$ cat src/pab_pkg.sv
package pab_pkg;
   // Pipeline shape
   localparam int STAGES = 4;
   localparam int CODE_W = 4;
   localparam int RAW_W = 16;
   localparam int WORD_W = 12;
   localparam int SUM_W = 14;

   // Timing: one sample period is four mclk cycles (phi1, gap, phi2, gap)
   localparam int MCLK_PERIOD_PS = 4000;
   localparam int MCLK_PER_SAMPLE = 4;
   localparam int OUTPUT_LATENCY = 3;

   // Weight of each stage code in the corrected sum (one redundant bit between stages 0-1 and 1-2, two between stages 2 and 3)
   localparam int STAGE0_SHIFT = 8;
   localparam int STAGE1_SHIFT = 5;
   localparam int STAGE2_SHIFT = 2;

   // Redundancy bias removed after summing the stage codes
   localparam logic [SUM_W-1:0] CORR_BIAS = 14'h0090;
   localparam logic [SUM_W-1:0] CORR_SPAN = 14'h0FFF;

   // Offset binary code points
   localparam logic [WORD_W-1:0] WORD_MAX = 12'hFFF;
   localparam logic [WORD_W-1:0] WORD_MIN = 12'h000;
   localparam logic [WORD_W-1:0] WORD_RESET = 12'h800;

   // Fill counter saturates once the pipeline holds real samples
   localparam logic [1:0] FILL_FULL = 2'h3;
   localparam logic [2:0] TICK_SAT = 3'h7;

   typedef enum logic [1:0] {PAB_PH1, PAB_GAP1, PAB_PH2, PAB_GAP2} pab_phase_t;
endpackage

$ cat src/pab_delay_line.sv
`timescale 1ns/1ps
module pab_delay_line #(
   parameter int WIDTH = 4,
   parameter int DEPTH = 2
) (
   // Clock and reset
   input wire logic mclk,
   input wire logic reset_n,
   // Capture on the stage's own phase, shift on the sampling phase
   input wire logic cap_en,
   input wire logic shift_en,
   input wire logic [WIDTH-1:0] din,
   output logic [WIDTH-1:0] dout
);
   import pab_pkg::*;

   generate
      if (WIDTH < 1 || DEPTH < 0)
      begin : g_bad
         $error("pab_delay_line: WIDTH must be at least 1 and DEPTH at least 0");
      end
   endgenerate

   logic [WIDTH-1:0] tap_q [DEPTH+1];
   logic [WIDTH-1:0] tap_d [DEPTH+1];

   always_comb
   begin
      tap_d = tap_q;
      if (cap_en)
      begin
         tap_d[0] = din;
      end
      if (shift_en)
      begin
         for (int i = 1; i <= DEPTH; i++)
         begin
            tap_d[i] = tap_q[i-1];
         end
      end
   end

   always_ff @(posedge mclk)
   begin
      if (!reset_n)
      begin
         for (int i = 0; i <= DEPTH; i++)
         begin
            tap_q[i] <= '0;
         end
      end
      else
      begin
         tap_q <= tap_d;
      end
   end

   assign dout = tap_q[DEPTH];
endmodule // pab_delay_line

$ cat src/pab_backend.sv
`timescale 1ns/1ps
// Overview of operation
// - A conversion is split over four stages, three giving a 4-bit code plus residue and a last giving a final 4-bit code.
// - A non-overlapping two-phase clock is derived from the sampling clock and sequences sampling and stages.
// - The input sample is taken at the falling edge of the first phase, the second phase holding it.
// - Each stage samples in one phase and amplifies in the other, neighbours running in opposite phase.
// - Each stage code runs through a delay line on the sampling phase so all four codes of a sample align.
// - Error correction folds the aligned 16 raw bits, redundancy included, into one 12-bit word per sample.
// - The word of a sample reaches the data pins on the third clock cycle after that sample is taken.
// - After the initial latency a new word follows on every clock cycle.
// - The word passes two cascaded latches tied to the sampling clock before the pins.
// - The result is offset binary, all ones near plus full scale, all zeros near minus, MSB alone mid-scale.
module pab_backend (
   // Clock and reset
   input wire logic mclk,
   input wire logic reset_n,
   // Sampling clock running
   input wire logic clk_run,
   // Stage codes from the flash converters
   input wire logic [pab_pkg::CODE_W-1:0] stage_code_0,
   input wire logic [pab_pkg::CODE_W-1:0] stage_code_1,
   input wire logic [pab_pkg::CODE_W-1:0] stage_code_2,
   input wire logic [pab_pkg::CODE_W-1:0] stage_code_3,
   // Internal two-phase clock
   output logic phi1_q,
   output logic phi2_q,
   output logic sample_strobe_q,
   // Parallel output word
   output logic [pab_pkg::WORD_W-1:0] data_out_q,
   output logic word_strobe_q,
   output logic word_valid_q
);
   import pab_pkg::*;

   pab_phase_t phase_q, phase_d;
   logic phi1_d, phi2_d, sample_strobe_d;
   logic tick1, tick2;
   logic [CODE_W-1:0] code_in [STAGES];
   logic [CODE_W-1:0] aligned [STAGES];
   logic [SUM_W-1:0] raw_sum, corr_diff;
   logic [WORD_W-1:0] corr_word;
   logic [WORD_W-1:0] buf_a_q, buf_a_d, data_out_d;
   logic word_strobe_d, word_valid_d;
   logic [1:0] fill_q, fill_d;

   // Phase ticks mark the falling edge of each phase
   assign tick1 = phi1_q && clk_run;
   assign tick2 = phi2_q && clk_run;

   always_comb
   begin
      phase_d = phase_q;
      if (clk_run)
      begin
         unique case (phase_q)
            PAB_PH1: phase_d = PAB_GAP1;
            PAB_GAP1: phase_d = PAB_PH2;
            PAB_PH2: phase_d = PAB_GAP2;
            PAB_GAP2: phase_d = PAB_PH1;
         endcase
      end
      // Gap states keep the two phases from overlapping
      phi1_d = clk_run && (phase_d == PAB_PH1);
      phi2_d = clk_run && (phase_d == PAB_PH2);
      sample_strobe_d = tick1;
   end

   always_ff @(posedge mclk)
   begin
      if (!reset_n)
      begin
         phase_q <= PAB_GAP2;
         phi1_q <= 1'b0;
         phi2_q <= 1'b0;
         sample_strobe_q <= 1'b0;
      end
      else
      begin
         phase_q <= phase_d;
         phi1_q <= phi1_d;
         phi2_q <= phi2_d;
         sample_strobe_q <= sample_strobe_d;
      end
   end

   assign code_in[0] = stage_code_0;
   assign code_in[1] = stage_code_1;
   assign code_in[2] = stage_code_2;
   assign code_in[3] = stage_code_3;

   // Even stages resolve at the end of phi2, odd stages at the end of phi1
   genvar k;
   generate
      for (k = 0; k < STAGES; k++)
      begin : g_stage
         pab_delay_line #(
            .WIDTH(CODE_W),
            .DEPTH((STAGES - k) / 2)
         ) u_dly (
            .mclk(mclk),
            .reset_n(reset_n),
            .cap_en((k % 2 == 0) ? tick2 : tick1),
            .shift_en(tick1),
            .din(code_in[k]),
            .dout(aligned[k])
         );
      end
   endgenerate

   // Overlapping weights let a later stage correct an earlier decision
   always_comb
   begin
      raw_sum = SUM_W'({aligned[0], 8'h00} >> (8 - STAGE0_SHIFT))
              + SUM_W'({aligned[1], 5'h00} >> (5 - STAGE1_SHIFT))
              + SUM_W'({aligned[2], 2'h0} >> (2 - STAGE2_SHIFT))
              + SUM_W'(aligned[3]);
      corr_diff = raw_sum - CORR_BIAS;
      if (raw_sum < CORR_BIAS)
      begin
         corr_word = WORD_MIN;
      end
      else if (corr_diff > CORR_SPAN)
      begin
         corr_word = WORD_MAX;
      end
      else
      begin
         corr_word = corr_diff[WORD_W-1:0];
      end
   end

   // Latch A on phi2, latch B on the next phi1 fall drives the pins
   always_comb
   begin
      buf_a_d = tick2 ? corr_word : buf_a_q;
      data_out_d = tick1 ? buf_a_q : data_out_q;
      fill_d = fill_q;
      word_valid_d = word_valid_q;
      word_strobe_d = 1'b0;
      if (!clk_run)
      begin
         fill_d = 2'h0;
         word_valid_d = 1'b0;
      end
      else if (tick1)
      begin
         if (fill_q == FILL_FULL)
         begin
            word_valid_d = 1'b1;
            word_strobe_d = 1'b1;
         end
         else
         begin
            fill_d = fill_q + 2'h1;
         end
      end
   end

   always_ff @(posedge mclk)
   begin
      if (!reset_n)
      begin
         buf_a_q <= WORD_RESET;
         data_out_q <= WORD_RESET;
         fill_q <= 2'h0;
         word_valid_q <= 1'b0;
         word_strobe_q <= 1'b0;
      end
      else
      begin
         buf_a_q <= buf_a_d;
         data_out_q <= data_out_d;
         fill_q <= fill_d;
         word_valid_q <= word_valid_d;
         word_strobe_q <= word_strobe_d;
      end
   end

   // Helper counters for the checks
   logic [2:0] run_age_q, run_age_d, tick_cnt_q, tick_cnt_d;
   always_comb
   begin
      run_age_d = (run_age_q == TICK_SAT) ? run_age_q : run_age_q + 3'h1;
      tick_cnt_d = (tick1 && tick_cnt_q != TICK_SAT) ? tick_cnt_q + 3'h1 : tick_cnt_q;
      if (!clk_run)
      begin
         run_age_d = 3'h0;
         tick_cnt_d = 3'h0;
      end
   end

   always_ff @(posedge mclk)
   begin
      if (!reset_n)
      begin
         run_age_q <= 3'h0;
         tick_cnt_q <= 3'h0;
      end
      else
      begin
         run_age_q <= run_age_d;
         tick_cnt_q <= tick_cnt_d;
      end
   end
endmodule // pab_backend

$ cat config.mk
export PLATFORM = sky130hd
export DESIGN_NAME = pab_backend
export DESIGN_NICKNAME = d
export VERILOG_FILES = /design/src/pab_pkg.sv /design/src/pab_delay_line.sv /design/src/pab_backend.sv
export SDC_FILE = /design/constraint.sdc
export NUM_CORES = 1
export LEC_CHECK = 0
export ABC_AREA = 1
export CORE_MARGIN = 8
export CORE_UTILIZATION = 60
export CTS_CLUSTER_DIAMETER = 60
export DETAILED_ROUTE_END_ITERATION = 16
export DONT_BUFFER_PORTS = 1
export PLACE_DENSITY = 0.81
export REMOVE_ABC_BUFFERS = 1
export SYNTH_ARGS = -nofsm -noshare
export SYNTH_HDL_FRONTEND = slang
export SYNTH_SLANG_ARGS = --single-unit
$ cat constraint.sdc
create_clock -name mclk -period 2.97 [get_ports mclk]
set_clock_uncertainty 0.1 [all_clocks]
set_input_delay 0.1485 -clock mclk [delete_from_list [all_inputs] [get_ports mclk]]
set_output_delay 0.1485 -clock mclk [all_outputs]
set_load 0.03 [all_outputs]
### Word level (Yosys, flattened, before mapping)

Cells that the tools add are included.

| cells by class | value |
|---|---|
| bitwise gates (word level) | 1 |
| multiplexer cells | 5 |
| eq/ne operators | 5 |
| add/subtract/negate cells | 5 |
| order comparisons | 2 |
| reduce and logical (&&, ||, !) cells | 10 |

Operators by type and width:

| kind | count |
|---|---|
| 12-bit 2-to-1 mux | 2 |
| 13-bit by 6-bit adder with 14-bit output | 1 |
| 14-bit by 4-bit adder with 14-bit output | 1 |
| 14-bit by 12-bit greater-than comparator with 1-bit output (second input constant) | 1 |
| 14-bit by 8-bit less-than comparator with 1-bit output (second input constant) | 1 |
| 14-bit by 8-bit subtractor with 14-bit output (second input constant) | 1 |
| 12-bit by 9-bit adder with 13-bit output | 1 |
| 2-bit equality test (second input constant) | 4 |
| 2-bit one-hot mux with 4 select lines | 1 |
| 2-bit AND reduction | 3 |
| 1-bit logical AND | 4 |
| 2-bit logical NOT | 2 |
| 3-bit AND reduction | 1 |
| 2-bit by 1-bit adder with 2-bit output (second input constant) | 1 |
| 2-bit by 1-bit equality test with 1-bit output (second input constant) | 1 |
| 2-bit 2-to-1 mux | 1 |
| 1-bit 2-to-1 mux | 1 |
| 1-bit inverter | 1 |

| word-level totals | value |
|---|---|
| input bits | 19 |
| output and inout bits | 17 |
| logic and storage cells | 45 |
| flip-flop bits (word level) | 65 |

### Logic depth before layout (Yosys ltp)

Gate-level depths: netlist (run 1).

| logic depth | value |
|---|---|
| word-level depth | 7 |
| mapped depth | 18 |
| gate-level depth less buffers | 17 |

### Modules after synthesis

From an unflattened synthesis (run 1), not the netlist that was laid out.

| unflattened totals | value |
|---|---|
| cells, all modules | 491 |
| area total of the unflattened synthesis | 3453.3 sq um |

By module, submodules not included:

| module | area an instance (sq um) | seq. area each (sq um) | cells an instance | times used |
|---|---|---|---|---|
| pab_backend | 1966.9 | 660.6 | 276 | 1 |
| pab_delay_line (g_stage[1].u_dly ...) | 390.4 | 160.2 | 55 | 2 |
| pab_delay_line (g_stage[0].u_dly) | 539.3 | 240.2 | 80 | 1 |
| pab_delay_line (g_stage[3].u_dly) | 166.4 | 80.1 | 25 | 1 |

### Worst setup path after synthesis (run 1)

No wires, ideal clock.

| path | value |
|---|---|
| kind | reg-to-reg |
| start | reg g_stage[3].u_dly.tap_q, in the netlist g_stage[3].u_dly.dout[2] |
| end | reg buf_a_q[10] |
| arrival | 2247 ps |
| stages on the path, launching flop included | 16 |
| setup time | 114 ps |
| buffers on the path | 1 |
| setup slack | 509 ps |
| required time | 2756 ps |
| period minus slack after synthesis | 2461 ps |
| cell sequence | dfxtp_1 -> ha_1 -> inv_1 -> fa_1 -> xor2_2 -> ha_1 -> inv_1 -> nor2_1 -> nor2_4 -> nor2_1 -> nand3_2 -> nand2_1 -> inv_2 -> buf_6 -> nand2_1 -> a21oi_2 |

| on the way | value |
|---|---|
| word-level cells in the longest chain between the ends | 5 |
| elaborated cells between the ends (all ways) | 6 |
| those cells by class | add/sub: 2; order compare: 2; mux: 2 |

Ends and longest elaborated chain:

| element | line | text |
|---|---|---|
| start, declared | pab_delay_line.sv:24 | `logic [WIDTH-1:0] tap_q [DEPTH+1];` |
| start signal, assigned | pab_delay_line.sv:54 | `tap_q <= tap_d;` |
| 14-bit by 4-bit adder with 14-bit output * | pab_backend.sv:116 | `+ SUM_W'(aligned[3]);` |
| 14-bit by 8-bit subtractor with 14-bit output | pab_backend.sv:117 | `corr_diff = raw_sum - CORR_BIAS;` |
| 14-bit by 12-bit greater-than comparator with 1-bit output | pab_backend.sv:122 | `else if (corr_diff > CORR_SPAN)` |
| 12-bit 2-to-1 mux | pab_backend.sv:122 |  |
| 12-bit 2-to-1 mux * | pab_backend.sv:118 | `if (raw_sum < CORR_BIAS)` |
| end signal, assigned | pab_backend.sv:171 | `buf_a_q <= buf_a_d;` |
| end, declared | pab_backend.sv:42 | `logic [WORD_W-1:0] buf_a_q, buf_a_d, data_out_d;` |

Mark *: on every way between the ends. The rest lies on a longest branch, timed or not.
A chain may end at the register's enable or synchronous reset.

### Worst setup path in the final report (run 1)

| path | value |
|---|---|
| start | reg g_stage[2].u_dly.tap_q, in the netlist g_stage[2].u_dly.dout[0] |
| end | reg buf_a_q[8] |

| on the way | value |
|---|---|
| word-level cells in the longest chain between the ends | 6 |
| elaborated cells between the ends (all ways) | 7 |
| those cells by class | add/sub: 3; order compare: 2; mux: 2 |

Ends and longest elaborated chain:

| element | line | text |
|---|---|---|
| start, declared | pab_delay_line.sv:24 |  |
| start signal, assigned | pab_delay_line.sv:54 |  |
| 13-bit by 6-bit adder with 14-bit output * | pab_backend.sv:115 | `+ SUM_W'({aligned[2], 2'h0} >> (2 - STAGE2_SHIFT))` |
| 14-bit by 4-bit adder with 14-bit output * | pab_backend.sv:116 |  |
| 14-bit by 8-bit subtractor with 14-bit output | pab_backend.sv:117 |  |
| 14-bit by 12-bit greater-than comparator with 1-bit output | pab_backend.sv:122 |  |
| 12-bit 2-to-1 mux | pab_backend.sv:122 |  |
| 12-bit 2-to-1 mux * | pab_backend.sv:118 |  |

Marks and branches as above.

==> metrics, run 1 <==
status=completed; vias per cell=5.352; HP Start=reset_n; Inserted Clock Buffers=9; Antenna Cells=0; core area=5042 µm²; final hold vios=0; Hold Worst Slack=15.94 ps; GRT met2 Usage=31.12%; Avg Inst Size Synth=7.534 µm²; worst r2r src=g_stage[2].u_dly.dout[0]$_SDFFE_PN0P_; wire per inst=13.42 µm; CP Class=reg2reg; crit path from=g_stage[2].u_dly.dout[0]$_SDFFE_PN0P_; Max Clock Freq=0.3725 GHz; asr flop ratio synth=0%; CTS sink count=65; I/O Buffers=0; std cell rows=26; die height=88.02 µm; Max Slew Vio Count=0; Final TNS setup=0 ps; clk buf depth=2; largest net degree at the start of global routing=50; post-synth design cell area=3112 µm²; Final Setup Violations=0; area grow syn2layout=11.38%; Final Instance Area=3466 µm²; P_leak=1.395 nW; Most Crowded Layer GR=met2; Final HPWL DP=4.279 mm; I/O pins=36; gr usage total=18.56%; YS warnings=0; RD Place Congestion=0.8388; Arr. time, crit path=2790 ps; met1 usage=20.43%; max_cap viols=0; Detailed Routing Iterations Pass 1=4; initial antenna violation count=0; DRT antenna net count=0; Setup Fix Bufs, Post-CTS=0; die width=88.02 µm; ys flop type=dfxtp_1; Final min period=2684 ps; Worst Setup End Kind=flop; Root Buffer=clkbuf_8; NumNets Final=454; Initial Util=61.71%; DRC errors left=0; most common cell after layout, fill and taps aside=nor2_1; HP Class=in2reg; commonest non-fill, non-tap cells in the layout=84 x nor2_1, 65 x dfxtp_1, 60 x nand2_1; Slew HR=57.91%; PwrDens=521.1 nW/µm²; first-pass GRT wire length=11.26 mm; Worst Path Required=3080 ps; CTS H-tree lvls=3; crit path max fanout=13; Fillers=413; Slew @ Worst Pin=630.7 ps; routed wire length=6.712 mm; number of global-route vias before repair=2567; share of the yosys chip area belonging to registers=41.82%; final core utilization=68.73%; grt met3 use=5.535%; Pwr Total=1.806 mW; Placed Instance Area=3084 µm²; CTS clk-pin slew, worst paths=70 ps; full die area=7747 µm²; Yosys cell types=33; Post-Syn Instances=413; Clk Latency, worst-skew pair=350 ps; Vias=2676; RSZ-0062 raised after global routing=false; CTS tree=done; synthesis-stage register bit count=65; Setup crit start kind=flop; share of layout cells above drive strength 1=15.81%; initial DRC count=188; gr ovfl total=0; EDFF count, synth=0; final period utilization=90.38%; VDD IR-drop max=0.3945 mV
## layer usage
| metal | part of all wire [%] | vias up |
|---|---|---|
| li1 | - | 1363 |
| met4 | 3.0 | 0 |
| met2 | 49 | 76 |
| met5 | 0 | - |
| met3 | 6.7 | 18 |
| met1 | 41 | 1219 |
## area by class of cell
| class | count | area (µm²) | area share, % |
|---|---|---|---|
| Sequential cell | 65 | 1301 | 37.55 |
| Clock buffer | 12 | 145.1 | 4.188 |
| Inverter | 30 | 112.6 | 3.249 |
| Tap cell | 70 | 87.58 | 2.527 |
| Multi-Input combinational cell | 299 | 1587 | 45.78 |
| Clock inverter | 3 | 17.52 | 0.5054 |
| Timing Repair Buffer | 21 | 215.2 | 6.209 |
## worst paths after layout
path                                            endpoint  slack [ps]  cells after the start
setup / recovery                 buf_a_q[8]$_SDFFE_PN0P_         290                     15
hold / removal    g_stage[1].u_dly.tap_q[7]$_SDFFE_PN0P_          20                      3
hold reg to reg    g_stage[3].u_dly.dout[0]$_SDFFE_PN0P_         370                      2
setup reg to reg                 buf_a_q[8]$_SDFFE_PN0P_         290                     15
## flip-flops by register name (all words and copies together) (netlist names), 2 cells and up
signal	flops
g_stage.u_dly.dout	16
g_stage.u_dly.tap_q	16
buf_a_q	12
data_out_q	12
fill_q	2
phase_q	2
## power by group
part / leakage (nW) / internal [mW] / switching, mW / total (mW)
clock network: 0.0822 / 0.318 / 0.328 / 0.647
registers: 0.527 / 0.905 / 0.0400 / 0.945
logic: 0.786 / 0.0815 / 0.133 / 0.214
total: 1.40 / 1.31 / 0.501 / 1.81
## critical path, stage by stage, from the launching register on
cell and delay [ps]:
dfxtp_1 330, ha_1 210, inv_1 70, fa_1 430
inv_2 100, nand3_2 90, nand2_2 130, nand3_1 90
nand2_1 150, nand3_1 100, nor2_1 190, nand3_4 170
nand2_1 110, inv_2 110, nand2_1 100, a21oi_2 50
## Yosys cell counts (2+ instances only)
master    count  area [µm²]
inv_2         4       15.01
buf_1         2       7.510
inv_1        25       93.84
xor2_1        2       17.52
buf_6         6       67.56
o21ai_0      46       230.2
a21oi_2       8       70.07
nor2_2        6       37.54
nand3_1      18       90.09
nor2_1       85       319.1
clkbuf_1     11       41.29
ha_1          8       100.1
nand4_1      11       68.82
a21oi_1      15       75.07
dfxtp_1      65        1301
nand2_2      18       112.6
nand2_1      60       225.2
nand3_2       8       80.08
## timing repair
action                                  CTS  global route
gates resized for setup                   0             3
hold buffers                             19             0
endpoints found under the hold margin    50             0
endpoints found under the setup margin    0            12
## per-stage QoR
stage | setup slack, ps | instances
2_1_floorplan | 445.5 | 393
3_5_place_dp | 242.2 | 465
3_3_place_gp | 324.9 | 465
5_1_grt | 22.77 | 500
4_1_cts | 221.6 | 499
6_report | 285.6 | 500
## cells by family (layout without fill, tap and decap cells)
kind of cell	after synthesis	count (layout)	synth area share (%)
xor+xnor	4	4	1.367
compound gates	72	73	12.99
fa+ha+maj	9	9	3.860
simple gates	213	213	32.17
buf+inv	50	66	7.800
flops	65	65	41.82
(Power assumes the default switching activity.)
==> run 2, diff against run 1 <==
CORE_UTILIZATION = 23   (was 60)
PLACE_DENSITY = 0.41   (was 0.81)
==> metrics, run 2 (same netlist as run 1, synthesis figures left out) <==
Setup crit start kind=flop (unchanged); initial DRC count=88 (was 188); PwrDens=611.4 nW/µm² (was 521.1 nW/µm²); most common cell after layout, fill and taps aside=nor2_1 (unchanged); vias per cell=4.203 (was 5.352); Max Clock Freq=0.3731 GHz (was 0.3725 GHz); Slew HR=55.63% (was 57.91%); Cells after DPL=571 (was 465); Final TNS setup=0 ps (unchanged); max_cap viols=0 (unchanged); Setup Fix Bufs, Post-CTS=0 (unchanged); Inserted Clock Buffers=9 (unchanged); final period utilization=90.24% (was 90.38%); Clk Latency, worst-skew pair=330 ps (was 350 ps); clk buf depth=2 (unchanged); largest net degree at the start of global routing=50 (unchanged); die height=132.3 µm (was 88.02 µm); HP Start=reset_n (unchanged); gr usage total=9.265% (was 18.56%); status=completed (unchanged); Final HPWL DP=5.142 mm (was 4.279 mm); std cell rows=42 (was 26); Placed Instance Area=3217 µm² (was 3084 µm²); crit path from=g_stage[2].u_dly.dout[0]$_SDFFE_PN0P_ (unchanged); RD Place Congestion=0.7884 (was 0.8388); routed wire length=7.491 mm (was 6.712 mm); initial antenna violation count=0 (unchanged); I/O Buffers=0 (unchanged); P_leak=1.470 nW (was 1.395 nW); Arr. time, crit path=2770 ps (was 2790 ps); CTS sink count=65 (unchanged); Storage cell area=1301 µm² (unchanged); Final Setup Violations=0 (unchanged); area grow syn2layout=20.51% (was 11.38%); HP Class=in2reg (unchanged); number of global-route vias before repair=2707 (was 2567); full die area=17510 µm² (was 7747 µm²); DRT antenna net count=0 (unchanged); Fillers=1474 (was 413); Pwr Total=2.293 mW (was 1.806 mW); gr ovfl total=0 (unchanged); NumNets Final=453 (was 454); Antenna Cells=0 (unchanged); final hold vios=0 (unchanged); Worst Setup End Kind=flop (unchanged); wire per inst=12.36 µm (was 13.42 µm); Worst Path Required=3060 ps (was 3080 ps); share of layout cells above drive strength 1=16.28% (was 15.81%); commonest non-fill, non-tap cells in the layout=83 x nor2_1, 65 x dfxtp_1, 60 x nand2_1 (was 84 x nor2_1, 65 x dfxtp_1, 60 x nand2_1); CTS H-tree lvls=3 (unchanged); Final Instance Area=3750 µm² (was 3466 µm²); final std cells w/o fill=606 (was 500); VDD IR-drop max=0.2976 mV (was 0.3945 mV); CTS clk-pin slew, worst paths=60 ps (was 70 ps); RSZ-0062 raised after global routing=false (unchanged); Hold Worst Slack=46.13 ps (was 15.94 ps); Final min period=2680 ps (was 2684 ps); Detailed Routing Iterations Pass 1=4 (unchanged); die width=132.3 µm (was 88.02 µm); core area=13240 µm² (was 5042 µm²); Max Slew Vio Count=0 (unchanged); crit path max fanout=13 (unchanged); worst r2r src=g_stage[2].u_dly.dout[0]$_SDFFE_PN0P_ (unchanged); DRC errors left=0 (unchanged); Initial Util=23.50% (was 61.71%); Root Buffer=clkbuf_16 (was clkbuf_8); first-pass GRT wire length=13.07 mm (was 11.26 mm); Slew @ Worst Pin=664.9 ps (was 630.7 ps); I/O pins=36 (unchanged); Vias=2547 (was 2676); CTS tree=done (unchanged); area of the multi-input gates=1580 µm² (was 1587 µm²); CP Class=reg2reg (unchanged); reg2reg setup slack=290 ps (about the same)
## run 2: cell count changes in the layout (fill, tap and decap cells not counted)
cell / delta
nor2_2: +1
clkbuf_8: -10
clkinv_2: -1
clkbuf_16: +9
clkinv_4: +2
inv_6: +1
o21ai_2: -1
clkinvlp_4: -1
bufinv_16: +2
nor2_1: -1
clkbuf_1: -1
## run 2: path summary, 6_finish.rpt
path | depth (start not counted) | end
worst max-delay path | 17 | buf_a_q[3]$_SDFFE_PN0P_
worst min-delay path | 3 | data_out_q[8]$_SDFFE_PN0P_
worst max register to register | 17 | buf_a_q[3]$_SDFFE_PN0P_
worst min register to register | 2 | buf_a_q[2]$_SDFFE_PN0P_
## run 2: final cells by class
cell class,instances,area share (%)
Multi-Input combinational cell,298,42.14
Clock inverter,6,2.436
Timing Repair Buffer,21,5.739
Sequential cell,65,34.70
Inverter,30,3.003
Tap cell,176,5.873
Clock buffer,10,6.106
## run 2: metal layers
| layer | vias to the layer above | global-route usage, % | share of wire [%] |
|---|---|---|---|
| met1 | 1150 | 10.43 | 47 |
| li1 | 1363 | - | - |
| met5 | - | 0 | 0 |
| met2 | 27 | 15.37 | 48 |
| met4 | 0 | 4.858 | 1.1 |
| met3 | 7 | 2.973 | 4.2 |
## run 2: per-stage QoR
stage	util [%]	setup WS, ps
after floorplan	-	445.5
after global placement	24.29	249.8
after detailed placement	24.29	150.9
after CTS	28.22	135.2
after global routing	28.32	27.28
final	28.32	289.9
## run 2: what timing repair did
action,in CTS,in global routing
endpoints found under the hold margin,50,0
gates resized for setup,0,4
hold buffers,19,0
endpoints found under the setup margin,0,12
## run 2: where the power goes
group          total, mW  switching (mW)  internal [mW]
sequential         0.947          0.0404          0.906
combinational      0.213           0.131         0.0819
clock               1.13           0.394          0.739
total               2.29           0.566           1.73
## run 2: critical path: stages (launching register included)
cell and delay, ps:
dfxtp_1 340, ha_1 220, inv_1 70, fa_1 430
inv_2 100, nand3_2 90, nand2_2 130, nand2_1 90
nand2_2 80, nand2_2 60, nand2_4 100, inv_2 50
nor2_2 140, nand3_4 160, nand2_1 120, inv_2 110
nand2_1 100, a21oi_2 50
==> run 3, diff against run 2 <==
--- a/config.mk
+++ b/config.mk
@@ -8,9 +8,9 @@
 export ABC_AREA = 1
 export CORE_MARGIN = 8
-export CORE_UTILIZATION = 23
+export CORE_UTILIZATION = 40
 export CTS_CLUSTER_DIAMETER = 60
 export DETAILED_ROUTE_END_ITERATION = 16
 export DONT_BUFFER_PORTS = 1
-export PLACE_DENSITY = 0.41
+export PLACE_DENSITY = 0.59
 export REMOVE_ABC_BUFFERS = 1
 export SYNTH_ARGS = -nofsm -noshare
==> constraint.sdc (replaced) <==
create_clock -name mclk -period 2.97 [get_ports mclk]
set_clock_uncertainty 0.1 [all_clocks]
set_input_delay 0.594 -clock mclk [delete_from_list [all_inputs] [get_ports mclk]]
set_output_delay 0.594 -clock mclk [all_outputs]
set_load 0.03 [all_outputs]
==> metrics, run 3 (same netlist as run 1, synthesis figures left out) <==
Final Instance Area=3329 µm² (was 3750 µm²); HP Start=reset_n (unchanged); max_cap viols=0 (unchanged); setup ws final=279.3 ps (was 289.9 ps); Worst Hold End=data_out_q[11]$_SDFFE_PN1P_ (was data_out_q[8]$_SDFFE_PN0P_); final std cells w/o fill=512 (was 606); Placed Instance Area=3124 µm² (was 3217 µm²); Placement Setup Slack=198.5 ps (was 150.9 ps); P_leak=1.333 nW (was 1.470 nW); DRT antenna net count=0 (unchanged); DRC errors left=0 (unchanged); I/O Buffers=0 (unchanged); I/O pins=36 (unchanged); NumNets Final=434 (was 453); Final HPWL DP=4.416 mm (was 5.142 mm); full die area=10860 µm² (was 17510 µm²); reg2reg path depth=12 (was 17); Storage cell area=1301 µm² (unchanged); Inserted Clock Buffers=9 (unchanged); die width=104.2 µm (was 132.3 µm); Initial Util=40.69% (was 23.50%); RD Place Congestion=0.8005 (was 0.7884); grt met3 use=3.656% (was 2.973%); Hold Crit Depth=1 (was 3); first-pass GRT wire length=10.58 mm (was 13.07 mm); Slew HR=57.08% (was 55.63%); Worst Path Required=3090 ps (was 3060 ps); Clk Latency, worst-skew pair=350 ps (was 330 ps); CTS clk-pin slew, worst paths=70 ps (was 60 ps); die height=104.2 µm (was 132.3 µm); Worst Setup End Kind=flop (unchanged); clk buf depth=2 (unchanged); CTS H-tree lvls=3 (unchanged); Final min period=2691 ps (was 2680 ps); wire per inst=11.90 µm (was 12.36 µm); Arr. time, crit path=2810 ps (was 2770 ps); GRT met2 Usage=20.21% (was 15.37%); most common cell after layout, fill and taps aside=nor2_1 (unchanged); worst r2r dst=buf_a_q[10]$_SDFFE_PN0P_ (was buf_a_q[3]$_SDFFE_PN0P_); met1 usage=12.82% (was 10.43%); share of layout cells above drive strength 1=16.34% (was 16.28%); vias per cell=4.861 (was 4.203); CTS tree=done (unchanged); Final Setup Violations=0 (unchanged); Fillers=801 (was 1474); Setup Fix Bufs, Post-CTS=0 (unchanged); Cells after DPL=497 (was 571); largest net degree at the start of global routing=47 (was 50); Root Buffer=clkbuf_8 (was clkbuf_16); crit path max fanout=12 (was 13); Final TNS setup=0 ps (unchanged); std cell rows=32 (was 42); area of the multi-input gates=1578 µm² (was 1580 µm²); Slew @ Worst Pin=643.1 ps (was 664.9 ps); Antenna Cells=0 (unchanged); final period utilization=90.60% (was 90.24%); CP Class=reg2reg (unchanged); Setup crit start kind=flop (unchanged); core area=7647 µm² (was 13240 µm²); CTS sink count=65 (unchanged); Vias=2489 (was 2547); RSZ-0062 raised after global routing=false (unchanged); area grow syn2layout=6.996% (was 20.51%); reg2reg setup slack=280 ps (was 290 ps); crit path from=g_stage[3].u_dly.dout[2]$_SDFFE_PN0P_ (was g_stage[2].u_dly.dout[0]$_SDFFE_PN0P_); routed wire length=6.095 mm (was 7.491 mm); gr ovfl total=0 (unchanged); number of global-route vias before repair=2429 (was 2707); HP Class=in2reg (unchanged); commonest non-fill, non-tap cells in the layout=84 x nor2_1, 65 x dfxtp_1, 60 x nand2_1 (was 83 x nor2_1, 65 x dfxtp_1, 60 x nand2_1); VDD IR-drop max=0.2486 mV (was 0.2976 mV); initial antenna violation count=0 (unchanged); PwrDens=561.9 nW/µm² (was 611.4 nW/µm²); Most Crowded Layer GR=met2 (unchanged); final hold vios=0 (unchanged); status=completed (unchanged); Max Slew Vio Count=0 (unchanged); gr usage total=11.97% (was 9.265%); worst r2r src=g_stage[3].u_dly.dout[2]$_SDFFE_PN0P_ (was g_stage[2].u_dly.dout[0]$_SDFFE_PN0P_); Max Clock Freq=0.3716 GHz (was 0.3731 GHz); Detailed Routing Iterations Pass 1=4 (unchanged); initial DRC count=66 (was 88)
==> run 3: metrics by stage <==
stage	power, mW	hold slack [ps]	util [%]
2_1_floorplan	1.104	328.9	-
3_3_place_gp	1.139	344.1	40.85
3_5_place_dp	1.142	349.4	40.85
4_1_cts	1.891	212.9	43.41
5_1_grt	1.961	222.6	43.54
6_report	1.871	229.8	43.54
==> run 3: cell type report <==
cell class,instances,area share [%]
well taps,102,3.833
flip-flops and latches,65,39.08
clock buffers,12,4.660
inverters,30,3.382
clock inverters,3,1.203
multi-input cells,298,47.39
repair buffers,2,0.4510
==> run 3: what timing repair did <==
item	4_1_cts	5_1_grt
hold buffers	0	0
gates resized for setup	0	2
setup endpoints to repair	0	12
==> run 3: per-layer routing <==
metal | routed length (µm) | up-vias
met2 | 2857 | 29
met3 | 269 | 12
met5 | 0 | -
met4 | 161 | 0
met1 | 2806 | 1127
li1 | - | 1321
==> run 3: report_power, final <==
part | internal, mW | switching, mW
sequential | 0.905 | 0.0389
combinational | 0.0634 | 0.115
clock | 0.426 | 0.322
==> run 3: how the worst max path moves through the flow <==
stage,to,slack [ps],cells after the start
after floorplan,buf_a_q[10]$_SDFFE_PN0P_,450,14
after global placement,buf_a_q[9]$_SDFFE_PN0P_,300,14
after detailed placement,buf_a_q[8]$_SDFFE_PN0P_,200,14
after CTS,buf_a_q[3]$_SDFFE_PN0P_,200,14
after global routing,buf_a_q[11]$_SDFFE_PN1P_,50,12
final,buf_a_q[10]$_SDFFE_PN0P_,280,12
==> run 3: worst max-delay path, stage by stage (launching register included) <==
cell and delay (ps):
dfxtp_1 340, ha_1 220, inv_1 70, fa_1 430, xor2_2 210, ha_1 200
inv_1 60, o21ai_0 260, nand2_2 120, o21ai_4 270, nand4_1 150, nand2_1 100
a21oi_2 50
